===== src/include/timer2_pkg.sv =====
package timer2_pkg;

  // ***********************************************
  // Bus geometry and register offsets
  // ***********************************************
  localparam int ADDR_W = 8;
  localparam int DATA_W = 32;
  localparam logic [7:0] OFS_CTRL = 8'h00;
  localparam logic [7:0] OFS_COUNT = 8'h04;
  localparam logic [7:0] OFS_RELOAD = 8'h08;
  localparam logic [7:0] OFS_STATUS = 8'h0c;
  localparam logic [7:0] OFS_CLEAR = 8'h10;
  localparam logic [7:0] OFS_IRQ_EN = 8'h14;
  localparam logic [7:0] OFS_CHAN = 8'h18;
  localparam logic [7:0] OFS_PORT = 8'h1c;
  localparam logic [7:0] OFS_CMP_BASE = 8'h20;
  localparam logic [7:0] OFS_CAP_BASE = 8'h30;

  // ***********************************************
  // Field positions
  // ***********************************************
  localparam int CTRL_MODE_LSB = 0;
  localparam int CTRL_PRESC_BIT = 2;
  localparam int CTRL_RLD_MODE_BIT = 3;
  localparam int CTRL_RLD_EN_BIT = 4;
  localparam int CTRL_EXT_EN_BIT = 5;
  localparam int CTRL_W = 6;
  localparam int ST_OVF_BIT = 0;
  localparam int ST_EXT_BIT = 1;
  localparam int ST_CMP_LSB = 2;
  localparam int ST_CAP_LSB = 6;
  localparam int ST_W = 10;
  localparam int CH_CMP_EN_LSB = 0;
  localparam int CH_CMP_MODE_LSB = 4;
  localparam int CH_CAP_EN_LSB = 8;
  localparam int CH_CAP_EDGE_LSB = 12;
  localparam int CH_W = 16;

  // ***********************************************
  // Reset values and timing
  // ***********************************************
  localparam logic [CTRL_W-1:0] CTRL_RST = 6'h00;
  localparam logic [15:0] COUNT_RST = 16'h0000;
  localparam logic [15:0] RELOAD_RST = 16'h0000;
  localparam logic [15:0] CMP_RST = 16'hffff;
  localparam logic [CH_W-1:0] CHAN_RST = 16'h0000;
  localparam logic [ST_W-1:0] IRQ_EN_RST = 10'h000;
  // One machine cycle is six oscillator periods; oscillator is clk
  localparam int MC_OSC_PERIODS = 6;
  localparam logic [2:0] MC_LAST = 3'(MC_OSC_PERIODS - 1);

  typedef enum logic [1:0] {RUN_STOP, RUN_TIMER, RUN_GATED, RUN_EVENT} run_mode_t;

endpackage : timer2_pkg


===== src/core/timer2_compare_reload.sv =====
// Functional notes
// - Wrap from all ones sets overflow flag
// - Timer counts at osc/6 or osc/12
// - Gated mode counts only while gate high
// - Gate sampled once per machine cycle
// - Event mode counts count-pin falling edges
// - Count pin sampled once per machine cycle
// - Reload mode 0 reloads on overflow
// - Reload mode 1 reloads on trigger fall
// - Trigger fall sets event flag if enabled
// - Compare registers checked against counter continuously
// - Match drives output pin, raises flag
// - Four compare channels, 16-bit resolution
// - Four capture inputs latch the counter
// - Mode 0: set on match, clear overflow
// - Mode 1: shadow latch copied on match
`timescale 1ns/1ps
`default_nettype none

module timer2_compare_reload #(
  parameter int NCH = 4
) (
  input wire logic clk,
  input wire logic rstn,
  input wire logic [timer2_pkg::ADDR_W-1:0] paddr,
  input wire logic psel,
  input wire logic penable,
  input wire logic pwrite,
  input wire logic [timer2_pkg::DATA_W-1:0] pwdata,
  output logic [timer2_pkg::DATA_W-1:0] prdata,
  output logic pready,
  output logic pslverr,
  input wire logic gate_count_pin,
  input wire logic reload_trigger_pin,
  input wire logic [NCH-1:0] capture_pin,
  output logic [NCH-1:0] compare_out,
  output logic irq
);
  import timer2_pkg::*;

  // ***********************************************
  // Address decode helpers
  // ***********************************************
  function automatic logic addr_ok(input logic [ADDR_W-1:0] a);
    logic ok;
    ok = 1'b0;
    if (a[1:0] == 2'b00) begin
      if (a < OFS_CMP_BASE) begin
        ok = 1'b1;
      end else if ((a[7:4] == OFS_CMP_BASE[7:4]) || (a[7:4] == OFS_CAP_BASE[7:4])) begin
        ok = (32'(a[3:2]) < NCH);
      end
    end
    return ok;
  endfunction : addr_ok

  function automatic logic [1:0] chan_of(input logic [ADDR_W-1:0] a);
    return a[3:2];
  endfunction : chan_of

  // ***********************************************
  // State
  // ***********************************************
  logic [2:0] mc_cnt_q, mc_cnt_d;
  logic half_q, half_d;
  logic evt_smp_q, evt_smp_d;
  logic rld_smp_q, rld_smp_d;
  logic [NCH-1:0] cap_prev_q, cap_prev_d;
  logic [CTRL_W-1:0] ctrl_q, ctrl_d;
  logic [15:0] count_q, count_d;
  logic [15:0] reload_q, reload_d;
  logic [ST_W-1:0] status_q, status_d;
  logic [ST_W-1:0] irq_en_q, irq_en_d;
  logic [CH_W-1:0] chan_q, chan_d;
  logic [NCH-1:0] port_q, port_d;
  logic [NCH-1:0] out_q, out_d;
  logic [NCH-1:0] eq_q, eq_d;
  logic [15:0] cmp_q [NCH];
  logic [15:0] cmp_d [NCH];
  logic [15:0] cap_q [NCH];
  logic [15:0] cap_d [NCH];
  logic [DATA_W-1:0] prdata_q, prdata_d;

  logic mc_tick, rate_tick, inc, ovf, evt_fall, rld_fall;
  logic wr, setup, wr_count, do_reload;
  logic [NCH-1:0] match, cap_ev;
  logic [DATA_W-1:0] rd_val;
  run_mode_t run_mode;

  assign run_mode = run_mode_t'(ctrl_q[CTRL_MODE_LSB +: 2]);
  assign wr = psel && penable && pwrite && addr_ok(paddr);
  assign setup = psel && !penable;
  assign wr_count = wr && (paddr == OFS_COUNT);

  // ***********************************************
  // Machine cycle and count enable
  // ***********************************************
  assign mc_tick = (mc_cnt_q == MC_LAST);
  assign rate_tick = mc_tick && (!ctrl_q[CTRL_PRESC_BIT] || half_q);
  // Two samples one machine cycle apart make a falling edge
  assign evt_fall = mc_tick && evt_smp_q && !gate_count_pin;
  assign rld_fall = mc_tick && rld_smp_q && !reload_trigger_pin;

  always_comb begin
    unique case (run_mode)
      RUN_STOP: inc = 1'b0;
      RUN_TIMER: inc = rate_tick;
      RUN_GATED: inc = rate_tick && gate_count_pin;
      RUN_EVENT: inc = evt_fall;
    endcase
  end

  assign ovf = inc && (count_q == 16'hffff);
  assign do_reload = ctrl_q[CTRL_RLD_EN_BIT] &&
    (ctrl_q[CTRL_RLD_MODE_BIT] ? rld_fall : ovf);

  // ***********************************************
  // Compare and capture events
  // ***********************************************
  always_comb begin
    for (int i = 0; i < NCH; i++) begin
      eq_d[i] = chan_q[CH_CMP_EN_LSB + i] && (count_q == cmp_q[i]);
      // Only the first cycle of equality counts as a match
      match[i] = eq_d[i] && !eq_q[i];
      cap_ev[i] = chan_q[CH_CAP_EN_LSB + i] && (chan_q[CH_CAP_EDGE_LSB + i] ?
        (!cap_prev_q[i] && capture_pin[i]) : (cap_prev_q[i] && !capture_pin[i]));
    end
  end

  // ***********************************************
  // Next state
  // ***********************************************
  always_comb begin
    mc_cnt_d = mc_tick ? 3'h0 : mc_cnt_q + 3'h1;
    half_d = mc_tick ? !half_q : half_q;
    evt_smp_d = mc_tick ? gate_count_pin : evt_smp_q;
    rld_smp_d = mc_tick ? reload_trigger_pin : rld_smp_q;
    cap_prev_d = capture_pin;
    ctrl_d = ctrl_q;
    reload_d = reload_q;
    irq_en_d = irq_en_q;
    chan_d = chan_q;
    port_d = port_q;
    cmp_d = cmp_q;
    cap_d = cap_q;
    if (wr) begin
      unique case (paddr)
        OFS_CTRL: ctrl_d = pwdata[CTRL_W-1:0];
        OFS_RELOAD: reload_d = pwdata[15:0];
        OFS_IRQ_EN: irq_en_d = pwdata[ST_W-1:0];
        OFS_CHAN: chan_d = pwdata[CH_W-1:0];
        OFS_PORT: port_d = pwdata[NCH-1:0];
        default: begin
          if (paddr[7:4] == OFS_CMP_BASE[7:4]) begin
            cmp_d[chan_of(paddr)] = pwdata[15:0];
          end
        end
      endcase
    end
    // Software write beats reload, reload beats increment
    if (wr_count) begin
      count_d = pwdata[15:0];
    end else if (do_reload) begin
      count_d = reload_q;
    end else if (inc) begin
      count_d = count_q + 16'h0001;
    end else begin
      count_d = count_q;
    end
    for (int i = 0; i < NCH; i++) begin
      if (!chan_q[CH_CMP_EN_LSB + i]) begin
        out_d[i] = port_q[i];
      end else if (!chan_q[CH_CMP_MODE_LSB + i]) begin
        // Port writes never reach the pin here
        out_d[i] = match[i] ? 1'b1 : (ovf ? 1'b0 : out_q[i]);
      end else begin
        out_d[i] = match[i] ? port_q[i] : out_q[i];
      end
      if (cap_ev[i]) begin
        cap_d[i] = count_q;
      end
    end
    status_d = status_q;
    if (wr && (paddr == OFS_CLEAR)) begin
      status_d = status_q & ~pwdata[ST_W-1:0];
    end
    // Hardware set wins over a clear in the same cycle
    status_d[ST_OVF_BIT] = status_d[ST_OVF_BIT] || ovf;
    status_d[ST_EXT_BIT] = status_d[ST_EXT_BIT] ||
      (rld_fall && ctrl_q[CTRL_EXT_EN_BIT]);
    status_d[ST_CMP_LSB +: NCH] = status_d[ST_CMP_LSB +: NCH] | match;
    status_d[ST_CAP_LSB +: NCH] = status_d[ST_CAP_LSB +: NCH] | cap_ev;
  end

  // ***********************************************
  // Register read
  // ***********************************************
  always_comb begin
    rd_val = '0;
    if (addr_ok(paddr)) begin
      unique case (paddr)
        OFS_CTRL: rd_val[CTRL_W-1:0] = ctrl_q;
        OFS_COUNT: rd_val[15:0] = count_q;
        OFS_RELOAD: rd_val[15:0] = reload_q;
        OFS_STATUS: rd_val[ST_W-1:0] = status_q;
        OFS_IRQ_EN: rd_val[ST_W-1:0] = irq_en_q;
        OFS_CHAN: rd_val[CH_W-1:0] = chan_q;
        OFS_PORT: rd_val[NCH-1:0] = out_q;
        default: begin
          if (paddr[7:4] == OFS_CMP_BASE[7:4]) begin
            rd_val[15:0] = cmp_q[chan_of(paddr)];
          end else if (paddr[7:4] == OFS_CAP_BASE[7:4]) begin
            rd_val[15:0] = cap_q[chan_of(paddr)];
          end
        end
      endcase
    end
    // Latched in setup so the access phase sees stable flop data
    prdata_d = setup ? rd_val : prdata_q;
  end

  always_ff @(posedge clk or negedge rstn) begin
    if (!rstn) begin
      mc_cnt_q <= 3'h0;
      half_q <= 1'b0;
      evt_smp_q <= 1'b0;
      rld_smp_q <= 1'b0;
      cap_prev_q <= '0;
      ctrl_q <= CTRL_RST;
      count_q <= COUNT_RST;
      reload_q <= RELOAD_RST;
      status_q <= '0;
      irq_en_q <= IRQ_EN_RST;
      chan_q <= CHAN_RST;
      port_q <= '0;
      out_q <= '0;
      eq_q <= '0;
      prdata_q <= '0;
      for (int i = 0; i < NCH; i++) begin
        cmp_q[i] <= CMP_RST;
        cap_q[i] <= COUNT_RST;
      end
    end else begin
      mc_cnt_q <= mc_cnt_d;
      half_q <= half_d;
      evt_smp_q <= evt_smp_d;
      rld_smp_q <= rld_smp_d;
      cap_prev_q <= cap_prev_d;
      ctrl_q <= ctrl_d;
      count_q <= count_d;
      reload_q <= reload_d;
      status_q <= status_d;
      irq_en_q <= irq_en_d;
      chan_q <= chan_d;
      port_q <= port_d;
      out_q <= out_d;
      eq_q <= eq_d;
      prdata_q <= prdata_d;
      cmp_q <= cmp_d;
      cap_q <= cap_d;
    end
  end

  assign prdata = prdata_q;
  assign pready = 1'b1;
  assign pslverr = psel && penable && !addr_ok(paddr);
  assign compare_out = out_q;
  assign irq = |(status_q & irq_en_q);

  for (genvar g = 0; g < NCH; g++) begin : g_chk

  end
endmodule : timer2_compare_reload

`default_nettype wire


===== config.mk =====
export PLATFORM = sky130hd
export DESIGN_NAME = timer2_compare_reload
export DESIGN_NICKNAME = d
export VERILOG_FILES = /design/src/include/timer2_pkg.sv /design/src/core/timer2_compare_reload.sv
export SDC_FILE = /design/constraint.sdc
export NUM_CORES = 1
export LEC_CHECK = 0
export ABC_CLOCK_PERIOD_IN_PS = 4360
export BUFFER_PORTS_ARGS = -buffer_cell sky130_fd_sc_hd__buf_4
export CORE_ASPECT_RATIO = 2
export CORE_MARGIN = 10
export CORE_UTILIZATION = 30
export CTS_CLUSTER_SIZE = 20
export DETAILED_ROUTE_END_ITERATION = 16
export PLACE_DENSITY = 0.51
export SYNTH_ARGS = -nofsm -noshare
export SYNTH_HDL_FRONTEND = slang
export SYNTH_SLANG_ARGS = --single-unit
export TNS_END_PERCENT = 10

===== constraint.sdc =====
create_clock -name clk -period 4.36 [get_ports clk]
set_clock_uncertainty 0.05 [all_clocks]
set_input_delay 0.872 -clock clk [delete_from_list [all_inputs] [get_ports clk]]
set_output_delay 0.872 -clock clk [all_outputs]
set_load 0.005 [all_outputs]

== After elaboration in Yosys (flattened, before gate mapping) ==
Cells that the tools add are included.

* Output and inout bits: 39
* Flip-flop bits (word level): 240

* Equality and inequality tests: 26
* Bitwise operators: 7
* Magnitude comparators: 3
* Multiplexer cells: 47
* Reductions and logical operators: 77
* $add $sub $neg: 2

{| class="wikitable"
|+ Operator list
! cell !! count
|-
| 2-to-1 mux 16 bit || 11
|-
| binary-select mux 16 bit (select 2 bit) || 2
|-
| bitwise mux 64 bit || 1
|-
| == test 16 bit || 4
|-
| logical AND 1 bit || 37
|-
| demux 16 bit (select 2 bit) || 1
|-
| == test 8 x 5 -> 1 bit (second input constant) || 4
|-
| one-hot mux 4 bit (7 select lines) || 1
|-
| 2-to-1 mux 1 bit || 25
|-
| one-hot mux 4 bit (6 select lines) || 1
|-
| one-hot mux 6 bit (4 select lines) || 1
|-
| AND 10 bit || 2
|-
| zero test 1 bit || 18
|-
| AND reduction 2 bit || 9
|-
| adder 16 x 1 -> 16 bit (second input constant) || 1
|-
| == test 16 bit (second input constant) || 1
|-
| == test 8 x 4 -> 1 bit (second input constant) || 2
|-
| one-hot mux 2 bit (7 select lines) || 1
|-
| != test 3 x 1 -> 1 bit (second input constant) || 4
|-
| != test 3 x 2 -> 1 bit (second input constant) || 4
|-
| 2-to-1 mux 10 bit || 1
|-
| NOT 10 bit || 1
|-
| OR reduction 10 bit || 1
|-
| == test 4 x 2 -> 1 bit (second input constant) || 2
|-
| other kinds (21) || 27
|}

== Logic depth before layout (Yosys ltp) ==
* Depth after elaboration: 10
* Gate-level depth with buffers: 9
* Depth with buffers taken out: 7

== Worst setup path after synthesis ==
No wires, ideal clock.

* Path kind: input to register
* Start point: input port paddr[6] (netlist name)
* End point: register cmp_q[24] (netlist name)
* Data arrival time: 2.598 ns
* Data required time: 4.228 ns
* Cell stages on the path: 6
* Setup time: 0.082 ns
* Buffers on the path: 1
* Slack: 1.630 ns
* Path through: or4_4 -> nor2_4 -> nand3_4 -> nor3b_4 -> buf_6 -> mux2_2

* Cells in the longest elaborated chain, start to end: 7

{| class="wikitable"
|+ RTL lines
! element !! line !! source
|-
| start: declaration || timer2_compare_reload.sv:25 || <nowiki>input wire logic [timer2_pkg::ADDR_W-1:0] paddr,</nowiki>
|-
| branches (longest 6 deep; another with less-than comparator 8 x 6 -> 1 bit) || - ||
|-
| AND reduction 3 bit (no source line) * || - ||
|-
| end signal: assignment || timer2_compare_reload.sv:259 || <nowiki>cmp_q <= cmp_d;</nowiki>
|-
| end: declaration || timer2_compare_reload.sv:78 || <nowiki>logic [15:0] cmp_q [NCH];</nowiki>
|}

Every way passes the cells marked *.
A chain may end at the register's enable or synchronous reset.

== Final worst setup path ==
* Start point: register count_q[12]
* End point: register count_q[14]

* Cells in the longest elaborated chain, start to end: 6

{| class="wikitable"
|+ RTL lines
! element !! line !! source
|-
| start: declaration || timer2_compare_reload.sv:70 || <nowiki>logic [15:0] count_q, count_d;</nowiki>
|-
| start signal: assignment || timer2_compare_reload.sv:250 || <nowiki>count_q <= count_d;</nowiki>
|-
| branches (longest 6 deep; another with adder 16 x 1 -> 16 bit) || - ||
|}

Parallel ways; which one is timed is not known. The select of a mux whose other input is x is not followed.

==> tab_implementation.tex <==
\begin{tabular}{lr}
\hline
Metric & Value \\
\hline
\multicolumn{2}{l}{\textbf{CTS}} \\
Clock Latency Late Sink & 0.53 ns \\
Root Buffer Master & sky130\_fd\_sc\_hd\_\_clkbuf\_16 \\
CTS hold repair buffers & 0 \\
Post-CTS setup buffer count & 0 \\
Resized cells post-CTS & 0 \\
Buffers from clock root to sink, at most & 3 \\
Clock buffer count from CTS & 23 \\
Number of H-tree levels & 1 \\
Clock tree from TritonCTS & done \\
CTS clock-pin slew for the worst setup and hold paths & 0.07 ns \\
Total clock sinks & 240 \\
\multicolumn{2}{l}{\textbf{Placement}} \\
Routability cong. & between 0.8 and 0.9 \\
Count of input and output buffers & 56 \\
Cell area after placement & 13400 sq um \\
DP Wirelength & 30600 microns \\
\multicolumn{2}{l}{\textbf{Routing}} \\
Total routed wirelength & 42200 microns \\
Number of optimization iterations in the first detailed-route pass & 5 \\
Vias per cell & 5.39 \\
Detailed-route DRC error count & 0 \\
Number of DRC markers after the initial detailed-route iteration & 666 \\
Routed vias & 8698 \\
WL per Instance & 26.1 microns \\
Antenna-violating nets left & 0 \\
\multicolumn{2}{l}{\textbf{Worst setup path}} \\
Setup slack of the worst register-to-register path & 1.33 ns \\
Count of cells along the worst register-to-register path & 7 \\
Largest fanout on the critical path & 13 \\
Type of destination of the critical path & register \\
Worst path cell trace & nand4\_1, or3\_1, a21oi\_2, a31o\_2, nor3\_1, buf\_4, a221o\_1 \\
Critical Path Max Stage Delay & roughly 0.82 ns \\
CP bufs+invs & 1 \\
Worst flop-to-flop path endpoint & count\_q[14] \\
Worst path arrival time & between 3 and 4 ns \\
Kind of cell with the highest combined delay on the critical path & simple AND/OR/NAND/NOR gates \\
Path type of the worst setup path & register to register \\
First element of the critical path & count\_q[12] \\
Required time of the critical path & 4.72 ns \\
Worst r2r src & count\_q[12] \\
End point of the critical path & count\_q[14] \\
Path length in cells of the critical path & 7 \\
Critical path startpoint category & register \\
Library cell contributing the largest single delay on the critical path & sky130\_fd\_sc\_hd\_\_dfrtp\_1 \\
\multicolumn{2}{l}{\textbf{Synth}} \\
Ranking of synthesized cells by instance count & sky130\_fd\_sc\_hd\_\_mux2\_2 (180), sky130\_fd\_sc\_hd\_\_dfrtp\_1 (176), sky130\_fd\_sc\_hd\_\_nand2\_1 (105) \\
Dominant cells by area after synthesis & sky130\_fd\_sc\_hd\_\_dfrtp\_1 (35\%), sky130\_fd\_sc\_hd\_\_mux2\_2 (16\%), sky130\_fd\_sc\_hd\_\_dfstp\_2 (13\%), sky130\_fd\_sc\_hd\_\_mux4\_2 (6.3\%), sky130\_fd\_sc\_hd\_\_nand2\_1 (3.1\%) \\
Async S/R FF share, synth & 100\% \\
Yosys warnings & 0 \\
Cell with the most instances after synthesis & sky130\_fd\_sc\_hd\_\_mux2\_2 \\
Flop and latch count out of synthesis & 240 \\
Cell type contributing the most total cell area after synthesis & sky130\_fd\_sc\_hd\_\_dfrtp\_1 \\
Syn\_area\_per\_cell & 12.1 sq um \\
Main flop type after synthesis & sky130\_fd\_sc\_hd\_\_dfrtp\_1 \\
Yosys top cell area share & 35.1\% \\
Synth cell types & 69 \\
Syn Inst Count & 1037 \\
Share of the yosys chip area belonging to registers & 48.5\% \\
Post-Synthesis Cell Area & 12500 sq um \\
Number of synthesized flops with an enable pin & 0 \\
\multicolumn{2}{l}{\textbf{Final layout}} \\
Combined area of the multi-input logic cells & roughly 6000 sq um \\
Total Nets Final & 1115 \\
Register area & 6090 sq um \\
Area of all placed cells without fillers & $\sim$14000 sq um \\
Layout fillers & 4060 \\
Synthesis-to-layout area growth & 13.8\% \\
Diode count & 0 \\
Post-Route Utilization & 34.7\% \\
Fraction of layout cells with a size suffix above 1 & 39.1\% \\
\multicolumn{2}{l}{\textbf{Power and ir drop}} \\
PD cells & 337 nW/um\^{}2 \\
Worst voltage drop across the vdd grid & 0.278 mV \\
Standby leakage power & 6.26 nW \\
\multicolumn{2}{l}{\textbf{Floorplan}} \\
I/O pins & 90 \\
Die width & $\sim$160 microns \\
Initial Util & 30.5\% \\
Die Outline Area & 50900 sq um \\
Site Rows & 105 \\
Vertical die dimension & 309 microns \\
Floorplan core area & 41100 sq um \\
\multicolumn{2}{l}{\textbf{STA}} \\
Final critical-path share of the clock period & approximately 70\% \\
Final hold violations & 0 \\
Final-report max-slew violation count & 0 \\
Summed negative setup slack over all endpoints & 0 ns \\
Tmin final & 3.03 ns \\
Unrepaired setup endpoints after global routing & false \\
Final setup violating endpoints & 0 \\
Rel. slew slack & between 20 and 30\% \\
Max Fclk & 330 MHz \\
Slew at the pin closest to its max-slew limit & 1.06 ns \\
\multicolumn{2}{l}{\textbf{Worst hold path}} \\
Tightest Hold Check Type & primary input to async pin \\
\multicolumn{2}{l}{\textbf{Global routing}} \\
Number of antenna violations at the first check in global routing & 0 \\
Remaining global-route overflow & 0 \\
Total track usage & 16.5\% \\
Maximum number of pins on one net before global-route repair & approximately 100 \\
Number of global-route vias before repair & 9121 \\
First-pass GRT wire length & 62300 microns \\
\multicolumn{2}{l}{\textbf{Job}} \\
Max Cap Viol & 0 \\
\multicolumn{2}{l}{\textbf{Run status}} \\
Status & finished clean \\
\hline
\end{tabular}
==> sequential cells by signal, indices dropped and copies added (netlist names), 6 cells and up <==
register and count:
status_q 10, irq_en_q 10, prdata 16, count_q 16
ctrl_q 6, reload_q 16, chan_q 16, cmp_q 64
cap_q 64
==> where the power goes <==
| group | internal (W) | switching (W) |
|---|---|---|
| Clock | 0.00135 | 0.000930 |
| Sequential | 0.00225 | 0.0000224 |
| Combinational | 0.0000887 | 0.000184 |
| Total | 0.00368 | 0.00114 |
==> per-layer routing <==
metal | vias up | routed length, microns | GRT usage, %
met2 | 261 | 22700 | 30.4
met1 | 4551 | 14600 | 16.8
met4 | 0 | 3230 | 11.5
met5 | - | 0 | 0
met3 | 94 | 1610 | 1.73
li1 | 3792 | - | -
==> layout by cell type (no fill, tap or decap), types with 17 or more instances in the layout <==
master                      instances
sky130_fd_sc_hd__clkbuf_16         24
sky130_fd_sc_hd__buf_4             79
sky130_fd_sc_hd__nor2_1            26
sky130_fd_sc_hd__conb_1            17
sky130_fd_sc_hd__nand3_1           18
sky130_fd_sc_hd__xor2_1            36
sky130_fd_sc_hd__o21ai_0           50
sky130_fd_sc_hd__xnor2_1           41
sky130_fd_sc_hd__mux2_2           180
sky130_fd_sc_hd__dfstp_2           64
sky130_fd_sc_hd__dfrtp_1          176
sky130_fd_sc_hd__mux4_2            35
sky130_fd_sc_hd__nand2_1          105
==> worst min-delay path by stage <==
stage	startpoint	endpoint	slack, ns
after floorplan	cap_q[28]	cap_q[28]	0.39
after global placement	half_q	half_q	0.42
after detailed placement	cap_q[28]	cap_q[28]	0.43
after CTS	rstn	cap_q[25]	0.38
after global routing	rstn	cap_q[57]	0.41
final	rstn	cap_q[57]	0.34
==> worst register-to-register path: stages (launching register included) <==
cell,delay (ns)
sky130_fd_sc_hd__dfrtp_1,0.82
sky130_fd_sc_hd__nand4_1,0.37
sky130_fd_sc_hd__or3_1,0.42
sky130_fd_sc_hd__a21oi_2,0.23
sky130_fd_sc_hd__a31o_2,0.31
sky130_fd_sc_hd__nor3_1,0.18
sky130_fd_sc_hd__buf_4,0.22
sky130_fd_sc_hd__a221o_1,0.32
==> logic make-up after synthesis <==
kind of cell	Yosys count	share of synthesized area, %
flops	240	48.5
mux	231	23.7
simple gates	224	9.45
compound gates	152	8.54
buf+inv	110	4.18
xor+xnor	77	5.38
other cells	2	0.0599
fa+ha+maj	1	0.0998
==> cell type report <==
class                   count  share of cell area [%]
well taps                 535                    4.69
repair buffers             81                    4.40
multi-input cells         702                    41.9
inverters                  15                   0.395
clock inverters            10                    1.12
flip-flops and latches    240                    42.7
clock buffers              31                    4.81
==> through the flow <==
step | std cells | hold slack [ns] | total power [W] | setup WS, ns
floorplan | 1052 | 0.395 | 0.00244 | 1.63
detailed placement | 1573 | 0.426 | 0.00258 | 1.01
global route | 1614 | 0.408 | 0.00497 | 1.20
CTS | 1614 | 0.376 | 0.00488 | 1.37
global placement | 1573 | 0.416 | 0.00258 | 1.00
finish | 1614 | 0.336 | 0.00481 | 1.33
Note: power is estimated with default switching activity, not from simulation.
